$ cat src/design/lsq_pkg.sv
package lsq_pkg;

    // ************************************************************
    // queue and timing constants
    // ************************************************************
    localparam int QUEUE_DEPTH = 3;
    localparam logic [1:0] QUEUE_FULL = 2'h3;
    localparam logic [6:0] LOAD_BASE_ZW = 7'h04;   // dependent load, 0 ws
    localparam logic [6:0] LOAD_NET_ZW = 7'h01;    // independent load cost
    localparam logic [6:0] STORE_BASE = 7'h02;
    localparam logic [6:0] STORE_IEU_NEXT = 7'h03;
    localparam logic [6:0] DMOVT_CYC = 7'h07;
    localparam logic [6:0] DADD_CYC = 7'h08;
    localparam logic [6:0] MOVR_CYC = 7'h05;
    localparam logic [6:0] DIVR_CYC = 7'h23;
    localparam logic [6:0] DIVRL_CYC = 7'h4D;
    localparam logic [6:0] SQRT_CYC = 7'h68;
    localparam logic [6:0] SELFTEST_CYC = 7'h10;
    localparam logic [6:0] ONE = 7'h01;

    // ************************************************************
    // operation codes presented on the issue port
    // ************************************************************
    typedef enum logic [3:0] {
        OP_NONE = 4'h0,
        OP_LOAD = 4'h1,
        OP_STORE = 4'h2,
        OP_DMOVT = 4'h3,
        OP_DADDC = 4'h4,
        OP_DSUBC = 4'h5,
        OP_MOVR = 4'h6,
        OP_DIVR = 4'h7,
        OP_DIVRL = 4'h8,
        OP_SQRTL = 4'h9,
        OP_WRITE_CB = 4'hA
    } op_e;

    typedef enum logic [2:0] {
        ST_SELFTEST = 3'h0,
        ST_FETCH_INIT = 3'h1,
        ST_RUN = 3'h2,
        ST_BUSY = 3'h3,
        ST_SUSPEND = 3'h4
    } state_e;

    // signed-free latency lookup for the extension unit
    function automatic logic [6:0] ext_latency(input op_e op);
        case (op)
            OP_DMOVT: ext_latency = DMOVT_CYC;
            OP_DADDC: ext_latency = DADD_CYC;
            OP_DSUBC: ext_latency = DADD_CYC;
            OP_MOVR: ext_latency = MOVR_CYC;
            OP_DIVR: ext_latency = DIVR_CYC;
            OP_DIVRL: ext_latency = DIVRL_CYC;
            OP_SQRTL: ext_latency = SQRT_CYC;
            default: ext_latency = ONE;
        endcase
    endfunction

endpackage

$ cat src/design/load_store_issue_timing.sv
`timescale 1ns/10ps
// What this block does
// RULE_01 - count load time from address to writeback
// RULE_02 - stall dependent follower until load completes
// RULE_03 - independent follower overlaps the load
// RULE_04 - back-to-back loads overlap when queue allows
// RULE_05 - at most three outstanding requests queued
// RULE_06 - extra word adds cycle plus wait states
// RULE_07 - store posts address and data, no scoreboard
// RULE_08 - store after store takes two cycles
// RULE_09 - store before integer op takes three
// RULE_10 - store into full queue halts issue
// RULE_11 - decimal ops take seven or eight cycles
// RULE_12 - real move, divides fixed latencies
// RULE_13 - complex float ops vary with operands
// RULE_14 - long float ops suspend and resume
// RULE_15 - self test then fetch initialization code
// RULE_16 - software relocates control block, interrupt table; this block has no relocation logic
// RULE_17 - control block writes go to memory
// RULE_18 - requests and load data stay in order
module load_store_issue_timing
    import lsq_pkg::*;
(
    // clock and reset
    input wire logic ref_clk,
    input wire logic nrst,
    // issue port from decode
    input wire logic issueValid,
    input wire logic [3:0] issueOp,
    input wire logic [31:0] issueAddr,
    input wire logic [31:0] issueData,
    input wire logic [1:0] issueWords,
    input wire logic [4:0] issueDest,
    input wire logic nextUsesDest,
    input wire logic nextIsIeu,
    input wire logic zeroWait,
    input wire logic [6:0] operandExtra,
    // interrupt request pin
    input wire logic irqPin,
    // bus_control_logic side
    output logic busReqValid,
    output logic [31:0] busReqAddr,
    output logic [31:0] busReqData,
    output logic busReqWrite,
    input wire logic busReqReady,
    input wire logic busRdValid,
    input wire logic [31:0] busRdData,
    // status to pipeline
    output logic issueReady,
    output logic stall,
    output logic wbValid,
    output logic [4:0] wbDest,
    output logic [31:0] wbData,
    output logic opDone,
    output logic suspended,
    output logic fetchInit,
    output logic [1:0] outstanding
);

    // ************************************************************
    // state
    // ************************************************************
    typedef struct packed {
        state_e st;
        logic [6:0] cnt;
        logic [1:0] irqSync;
        logic [1:0] loadsOut;
        logic [2:0][4:0] destFifo;
        logic [1:0] dHead;
        logic [1:0] dTail;
        logic [1:0] wordsLeft;
        logic [31:0] wordAddr;
        logic depStall;
        logic issueReady;
        logic stall;
        logic wbValid;
        logic [4:0] wbDest;
        logic [31:0] wbData;
        logic opDone;
        logic fetchInit;
        logic [1:0] outstanding;
    } core_s;

    core_s s_q;
    core_s s_d;

    logic qPush;
    logic [31:0] qAddr;
    logic [31:0] qData;
    logic qWrite;
    logic [1:0] qCount;
    logic popValidW;
    logic timerLoad;
    logic [6:0] timerValue;
    logic timerDone;
    logic [6:0] timerLeft;
    logic irqLevel;
    op_e opIn;

    function automatic logic [1:0] wrap3(input logic [1:0] p);
        wrap3 = (p == QUEUE_FULL - 2'h1) ? 2'h0 : p + 2'h1;
    endfunction

    assign opIn = op_e'(issueOp);
    assign irqLevel = s_q.irqSync[1];

    // ************************************************************
    // request queue and extension timer
    // ************************************************************
    req_queue u_queue (
        .ref_clk(ref_clk),
        .nrst(nrst),
        .pushValid(qPush),
        .pushAddr(qAddr),
        .pushData(qData),
        .pushWrite(qWrite),
        .popReady(busReqReady),
        .popValid(popValidW),
        .popAddr(busReqAddr),
        .popData(busReqData),
        .popWrite(busReqWrite),
        .count(qCount)
    );

    cycle_timer u_timer (
        .ref_clk(ref_clk),
        .nrst(nrst),
        .load(timerLoad),
        .loadValue(timerValue),
        .hold(irqLevel),
        .done(timerDone),
        .remaining(timerLeft)
    );

    assign busReqValid = popValidW;

    // ************************************************************
    // issue, stall and completion control
    // ************************************************************
    always_comb
    begin
        logic canQueue;
        logic accept;
        logic popLoad;
        logic roomless;
        canQueue = 1'b0;
        roomless = 1'b0;
        accept = 1'b0;
        popLoad = 1'b0;
        s_d = s_q;
        qPush = 1'b0;
        qAddr = issueAddr;
        qData = issueData;
        qWrite = 1'b0;
        timerLoad = 1'b0;
        timerValue = ONE;
        s_d.irqSync = {s_q.irqSync[0], irqPin};
        s_d.opDone = 1'b0;
        s_d.wbValid = 1'b0;
        // load data returns in issue order, writes the oldest dest
        if (busRdValid && s_q.loadsOut != 2'h0)
        begin
            popLoad = 1'b1;
            s_d.wbValid = 1'b1;   // RULE_01
            s_d.wbDest = s_q.destFifo[s_q.dHead];
            s_d.wbData = busRdData;
            s_d.dHead = wrap3(s_q.dHead);   // RULE_18
            s_d.depStall = 1'b0;   // RULE_02
        end
        // a store into a full queue freezes everything behind it
        canQueue = (qCount != QUEUE_FULL) || busReqReady;   // RULE_10
        case (s_q.st)
            ST_SELFTEST:
            begin
                s_d.cnt = s_q.cnt + ONE;
                if (s_q.cnt == SELFTEST_CYC)
                begin
                    s_d.st = ST_FETCH_INIT;   // RULE_15
                    s_d.fetchInit = 1'b1;
                    // the run state reuses cnt as its cost counter
                    s_d.cnt = 7'h00;
                end
            end
            ST_FETCH_INIT:
            begin
                s_d.st = ST_RUN;
                s_d.issueReady = 1'b1;
                s_d.fetchInit = 1'b0;   // RULE_15
            end
            ST_RUN:
            begin
                if (s_q.cnt != 7'h00)
                    s_d.cnt = s_q.cnt - ONE;
                // taken only when ready was shown, so the caller can trust it
                accept = issueValid && s_q.issueReady && s_q.cnt == 7'h00 &&
                    !s_q.depStall && s_q.wordsLeft == 2'h0;
                if (s_q.wordsLeft != 2'h0 && canQueue &&
                    ({1'b0, s_q.loadsOut} + {2'b00, !popLoad}) <=
                    {1'b0, QUEUE_FULL})
                begin
                    // each further word: one cycle plus its wait states
                    qPush = 1'b1;   // RULE_06
                    qAddr = s_q.wordAddr;
                    s_d.wordAddr = s_q.wordAddr + 32'h4;
                    s_d.wordsLeft = s_q.wordsLeft - 2'h1;
                    // every word writes back to the load's own target
                    s_d.destFifo[s_q.dTail] = s_q.destFifo[(s_q.dTail ==
                        2'h0) ? QUEUE_FULL - 2'h1 : s_q.dTail - 2'h1];
                    s_d.dTail = wrap3(s_q.dTail);   // RULE_18
                end
                else if (accept)
                begin
                    case (opIn)
                        OP_LOAD:
                        begin
                            // wait while loads outstanding reach queue depth
                            if (canQueue && (s_q.loadsOut != QUEUE_FULL ||
                                popLoad))   // RULE_05 RULE_04
                            begin
                                qPush = 1'b1;
                                s_d.destFifo[s_q.dTail] = issueDest;
                                s_d.dTail = wrap3(s_q.dTail);
                                s_d.wordsLeft = issueWords;
                                s_d.wordAddr = issueAddr + 32'h4;
                                s_d.depStall = nextUsesDest;   // RULE_02
                                // independent follower only pays issue cost
                                s_d.cnt = zeroWait ? 7'h00 : LOAD_NET_ZW;   // RULE_03
                            end
                        end
                        OP_STORE, OP_WRITE_CB:
                        begin
                            if (canQueue)
                            begin
                                qPush = 1'b1;   // RULE_07 RULE_17
                                qWrite = 1'b1;
                                s_d.cnt = (nextIsIeu ? STORE_IEU_NEXT :
                                    STORE_BASE) - ONE;   // RULE_08 RULE_09
                            end
                        end
                        OP_NONE:
                        begin
                        end
                        default:
                        begin
                            timerLoad = 1'b1;   // RULE_11 RULE_12
                            timerValue = ext_latency(opIn);
                            if (opIn == OP_SQRTL)
                                timerValue = SQRT_CYC + operandExtra;   // RULE_13
                            s_d.st = ST_BUSY;
                        end
                    endcase
                end
            end
            ST_BUSY:
            begin
                if (irqLevel)
                    s_d.st = ST_SUSPEND;   // RULE_14
                else if (timerDone)
                begin
                    s_d.opDone = 1'b1;
                    s_d.st = ST_RUN;
                end
            end
            ST_SUSPEND:
            begin
                // the timer holds its count while the handler runs
                if (!irqLevel)
                    s_d.st = ST_BUSY;   // RULE_14
            end
            default:
                s_d.st = ST_SELFTEST;
        endcase
        if (qPush && !qWrite)
            s_d.loadsOut = s_q.loadsOut + 2'h1 - (popLoad ? 2'h1 : 2'h0);
        else if (popLoad)
            s_d.loadsOut = s_q.loadsOut - 2'h1;
        if (s_q.st != ST_SELFTEST && s_q.st != ST_FETCH_INIT)
            s_d.fetchInit = 1'b0;
        // pops are ignored here: a full queue costs a cycle, never a drop
        roomless = (s_d.loadsOut == QUEUE_FULL) ||
            (({1'b0, qCount} + {2'b00, qPush}) >= {1'b0, QUEUE_FULL});
        s_d.stall = (s_d.st != ST_RUN) || s_d.depStall ||
            s_d.cnt != 7'h00 || s_d.wordsLeft != 2'h0 ||
            roomless;   // RULE_05 RULE_10
        s_d.issueReady = (s_d.st == ST_RUN) && !s_d.stall;
        s_d.outstanding = s_d.loadsOut;
    end

    // registered state
    always_ff @(posedge ref_clk)
    begin
        if (!nrst)
            s_q <= '0;
        else
            s_q <= s_d;
    end

    // ************************************************************
    // outputs
    // ************************************************************
    assign issueReady = s_q.issueReady;
    assign stall = s_q.stall;
    assign wbValid = s_q.wbValid;
    assign wbDest = s_q.wbDest;
    assign wbData = s_q.wbData;
    assign opDone = s_q.opDone;
    assign suspended = (s_q.st == ST_SUSPEND) && (timerLeft != 7'h00);
    assign fetchInit = s_q.fetchInit;
    assign outstanding = s_q.outstanding;

endmodule // load_store_issue_timing

$ cat src/design/req_queue.sv
`timescale 1ns/10ps
// in-order three-entry request queue toward bus_control_logic
module req_queue
    import lsq_pkg::*;
(
    // clock and reset
    input wire logic ref_clk,
    input wire logic nrst,
    // push side
    input wire logic pushValid,
    input wire logic [31:0] pushAddr,
    input wire logic [31:0] pushData,
    input wire logic pushWrite,
    // pop side
    input wire logic popReady,
    output logic popValid,
    output logic [31:0] popAddr,
    output logic [31:0] popData,
    output logic popWrite,
    output logic [1:0] count
);

    typedef struct packed {
        logic [2:0][64:0] mem;
        logic [1:0] wrPtr;
        logic [1:0] rdPtr;
        logic [1:0] cnt;
    } qstate_s;

    qstate_s q_q;
    qstate_s q_d;
    logic doPush;
    logic doPop;

    function automatic logic [1:0] bump(input logic [1:0] p);
        bump = (p == QUEUE_FULL - 2'h1) ? 2'h0 : p + 2'h1;
    endfunction

    // next state: push when not full, pop oldest first
    always_comb
    begin
        q_d = q_q;
        doPop = popReady && (q_q.cnt != 2'h0);
        doPush = pushValid && (q_q.cnt != QUEUE_FULL);   // RULE_05
        if (doPush)
        begin
            q_d.mem[q_q.wrPtr] = {pushWrite, pushAddr, pushData};
            q_d.wrPtr = bump(q_q.wrPtr);
        end
        if (doPop)
            q_d.rdPtr = bump(q_q.rdPtr);   // RULE_18
        case ({doPush, doPop})
            2'b10: q_d.cnt = q_q.cnt + 2'h1;
            2'b01: q_d.cnt = q_q.cnt - 2'h1;
            default: q_d.cnt = q_q.cnt;
        endcase
    end

    always_ff @(posedge ref_clk)
    begin
        if (!nrst)
            q_q <= '0;
        else
            q_q <= q_d;
    end

    assign popValid = (q_q.cnt != 2'h0);
    assign popWrite = q_q.mem[q_q.rdPtr][64];
    assign popAddr = q_q.mem[q_q.rdPtr][63:32];
    assign popData = q_q.mem[q_q.rdPtr][31:0];
    assign count = q_q.cnt;

endmodule // req_queue

$ cat src/design/cycle_timer.sv
`timescale 1ns/10ps
// down-counter that can freeze, used for extension-unit latencies
module cycle_timer
    import lsq_pkg::*;
(
    // clock and reset
    input wire logic ref_clk,
    input wire logic nrst,
    // control
    input wire logic load,
    input wire logic [6:0] loadValue,
    input wire logic hold,
    // status
    output logic done,
    output logic [6:0] remaining
);

    typedef struct packed {
        logic [6:0] cnt;
    } tstate_s;

    tstate_s t_q;
    tstate_s t_d;

    // hold keeps the remaining count so a suspended op resumes in place
    always_comb
    begin
        t_d = t_q;
        if (load)
            t_d.cnt = loadValue;
        else if (!hold && t_q.cnt != 7'h00)
            t_d.cnt = t_q.cnt - ONE;   // RULE_14
    end

    always_ff @(posedge ref_clk)
    begin
        if (!nrst)
            t_q <= '0;
        else
            t_q <= t_d;
    end

    assign done = (t_q.cnt == ONE) && !hold && !load;
    assign remaining = t_q.cnt;

endmodule // cycle_timer

$ cat config.mk
export PLATFORM = sky130hd
export DESIGN_NAME = load_store_issue_timing
export DESIGN_NICKNAME = d
export VERILOG_FILES = /design/src/design/lsq_pkg.sv /design/src/design/load_store_issue_timing.sv /design/src/design/req_queue.sv /design/src/design/cycle_timer.sv
export SDC_FILE = /design/constraint.sdc
export NUM_CORES = 1
export LEC_CHECK = 0
export ABC_CLOCK_PERIOD_IN_PS = 12600
export BUFFER_PORTS_ARGS = -buffer_cell sky130_fd_sc_hd__buf_2
export CORE_MARGIN = 1
export CORE_UTILIZATION = 35
export CTS_CLUSTER_DIAMETER = 200
export DETAILED_ROUTE_END_ITERATION = 7
export GPL_ROUTABILITY_DRIVEN = 0
export HOLD_SLACK_MARGIN = 0.15
export PLACE_DENSITY = 0.59
export SETUP_SLACK_MARGIN = 0.5
export SLEW_MARGIN = 20
export SYNTH_ARGS = -nofsm -noshare
export SYNTH_HDL_FRONTEND = slang
export SYNTH_SLANG_ARGS = --single-unit
export TNS_END_PERCENT = 5
$ cat constraint.sdc
create_clock -name ref_clk -period 12.6 [get_ports ref_clk]
set_input_delay 2.52 -clock ref_clk [delete_from_list [all_inputs] [get_ports ref_clk]]
set_output_delay 2.52 -clock ref_clk [all_outputs]
set_load 0.02 [all_outputs]
==> impl_metrics.yaml <==
sta:
  period_share: 0.497
  setup_slack_ns: 6.34
  fin_skew_ns: 0.0234
  fin_crit_ns: 6.26
  slew_headroom: 0.310
  tns_ns: 0
  finalHoldViolCount: 0
  fmax_mhz: 160
  setup_viol: 0
  drv_slew: 0
  rsz0062_at_grt: "no"
  worst_pin_slew_ns: 1.03
power_and_ir_drop:
  vdd_drop_max_mv: 0.0737
  power_per_cell_area_nw_per_um2: 123
  switching_share: 0.247
  p_leak_nw: 8.17
  seqPwrFrac: 0.454
  p_int_mw: 1.73
  p_clk_frac: 0.455
  p_sw_uw: 569
  combPwrFrac: 0.091
clock_tree:
  cts_resized: 0
  cts.path.max_buffers: 3
  cts_tree: "yes"
  post-cts-setup-buffers: 0
  cts_buffers: 38
  postCtsHoldBufs: 0
  cts_num_sinks: 318
  root_buffer: "clkbuf_16"
  cts_max_level: 2
  clk_latency_ns: 0.56
  path_clk_slew_ns: 0.06
cells_and_area:
  area_growth_pct: 14.6
  layout-drive-gt1-share: 0.153
  final_util: 0.409
  design_area_um2: 18700
  fin_nets: 2231
floorplan:
  die_h_um: 218
  ioPinCount: 234
  initial_core_util: 0.357
  die-area_um2: 47400
  core_area_um2: 45700
  num_rows: 78
  fp.dieW_um: 218
grt:
  grtUsageTotal: 0.186
  gr-total-overflow: 0
  grt_pass1_vias: 13300
  antenna_found_initial: 11
  grt_pass1_wl_um: 71500
  grt_start_max_net_pins: 126
route:
  wl_met3_um: 2510
  vias: 14300
  viasPerCell: 5.27
  met1_length_um: 20900
  top_layer: "met5"
  wl_per_cell_um: 16.5
  dr_wl_met2_um: 20500
  drt-pass1-iter-count: 5
  wl_um: 44900
  drc: 0
  drtAntennaViolNets: 0
  drtIter0Drc: 986
critical_path:
  worst-path-buf-inv: 4
  worstPathRequired_ns: 13.04
  critical_path_class: "in -> reg"
  cp_top_family: "simple AND/OR/NAND/NOR gates"
  reg2reg_depth: 15
  max_stage_delay_ns: 0.81
  timing.rr.start: "outstanding[0]"
  cp-start-kind: "primary input"
  crit_path_top_delay_cell: "nor2b_4"
  arrival_ns: 6.70
  timing.rr.end: "u_queue.q_q[59]"
  path_max_fanout: 62
  crit_chain: "buf_2 -> nor2b_4 -> inv_1 -> ha_1 -> ha_1 -> nor2_1 -> and3_1 -> a31oi_2 -> a22o_1 -> nor3_4 -> buf_4 -> buf_4 -> nand2_1 -> o211a_1"
  cp-end-kind: "flip-flop"
  r2r_slack_ns: 7.65
flow_run:
  maxCapViolations: 0
worst_hold_path:
  min_from: "s_d[101]"
  hp-class: "reg -> reg"
  hold_depth: 1
  worstHoldEndpoint: "irqLevel"
synth:
  synth_most_common_cell: "nand2_1"
  synth_seq_cells: 318
  synthCells: 1993
  synth_area_um2: 16300
  synth.top_cells.by_count: "511 x nand2_1, 318 x dfxtp_1, 108 x clkbuf_1, 107 x mux2i_1, 106 x o211a_1"
  synthArstFlopShare: 0
  synth_nets: 2136
  synth_enable_flop_cells: 0
  ys.flop_type: "dfxtp_1"
  synth_top_cell_by_area: "dfxtp_1"
  yosys_warnings: 0
  synth_top_area_share: 0.391
  synth.area.top_cells: "dfxtp_1 39%, nand2_1 12%, mux2i_1 6.6%"
  yosysUniqueCellTypes: 62
  yosysSeqAreaShare: 0.391
  syn_area_per_cell_um2: 8.17
run_status:
  outcome: "finished clean"
placed_design:
  postPlaceCellArea_um2: 17500
  dpl.hpwl_um: 29400
  place_ws_ns: 5.78
  port_buffers: 233
==> power groups by stage <==
stage	sequential (mW)	combinational (mW)	clock, mW
floorplan	1.06	0.157	0
global placement	1.07	0.205	0
detailed placement	1.07	0.209	0
CTS	1.04	0.209	1.08
global route	1.05	0.233	1.12
finish	1.04	0.208	1.05
==> through the flow <==
stage | hold WS [ns] | std cells | power, mW
3_3_place_gp | 0.436 | 2647 | 1.27
4_1_cts | 0.439 | 2707 | 2.33
3_5_place_dp | 0.427 | 2647 | 1.27
5_1_grt | 0.448 | 2712 | 2.40
6_report | 0.432 | 2713 | 2.30
2_1_floorplan | 0.412 | 1993 | 1.22
==> state kept, by name, indices dropped and copies added, names as in the netlist, 2 cells and up <==
| register | flops |
|---|---|
| wbDest | 5 |
| s_q | 64 |
| u_timer.remaining | 7 |
| outstanding | 2 |
| u_queue.q_q | 199 |
| u_queue.count | 2 |
| wbData | 32 |
==> final cells by class <==
class | instances | area (um2)
multi-input combinational | 1450 | 8920
inverter | 25 | 93.8
timing repair buffer | 255 | 1360
clock inverter | 6 | 73.8
tap | 600 | 751
antenna | 5 | 12.5
sequential | 318 | 6370
clock buffer | 54 | 1080
fill | 4605 | 27000
==> layout by cell type, fill, tap and decap left out, types with 4 or more instances in the layout <==
master and count:
o211a_1 106, a21oi_1 38, a21boi_1 99, and3_1 15, nand2_1 511, o32ai_1 7, xor2_1 16, buf_4 20
nor4_1 4, or3_1 12, dfxtp_1 316, nor2_1 56, a31oi_1 20, nand2b_1 6, diode_2 5, inv_1 25
nor2b_1 29, nand4_1 21, and2_1 20, xnor2_1 20, o211ai_1 8, a21boi_0 58, a22oi_1 11, o21a_1 9
clkbuf_8 6, o21ai_0 53, nor3_1 16, clkbuf_16 39, mux2i_1 107, nor3b_1 8, ha_1 20, and4_1 5
o22ai_1 77, buf_2 232, nand3_1 47, clkbuf_1 10
==> per-layer routing <==
| layer | track usage | up-vias |
|---|---|---|
| met5 | 0 | - |
| met4 | 0.0585 | 6 |
| met3 | 0.0378 | 71 |
| met2 | 0.294 | 345 |
| met1 | 0.254 | 6736 |
| li1 | - | 7126 |
==> how the worst max path moves through the flow <==
stage                                 end  depth (start not counted)  slack (ns)       start
after floorplan                     stall                         18        6.66  busRdValid
final                     u_queue.q_q[59]                         14        6.34  busRdValid
after global routing      u_queue.q_q[59]                         14        5.88  busRdValid
after global placement    u_queue.q_q[66]                         14        5.87  busRdValid
after CTS                 u_queue.q_q[59]                         14        6.37  busRdValid
after detailed placement  u_queue.q_q[59]                         14        5.78  busRdValid
==> worst register-to-register path, cell delays in order, from the launching register on <==
cell,delay (ns)
dfxtp_1,0.44
inv_1,0.07
ha_1,0.24
nor2b_4,0.80
inv_1,0.16
ha_1,0.24
ha_1,0.20
nor2_1,0.24
and3_1,0.47
a31oi_2,0.09
a22o_1,0.37
nor3_4,0.16
buf_4,0.41
buf_4,0.61
nand2_1,0.18
o211a_1,0.17
==> cell families (layout without fill, tap and decap cells) <==
logic type,Yosys count,after routing,synth area share
and+or+nand+nor,771,771,0.208
AOI/OAI and AO/OA,514,514,0.234
DFF,318,318,0.391
buffers and inverters,225,340,0.0652
muxes,109,109,0.0671
xor gates and xnor gates,36,36,0.0194
adders and majority gates,20,20,0.0154
other,0,5,0
Note: power is estimated with default switching activity, not from simulation.
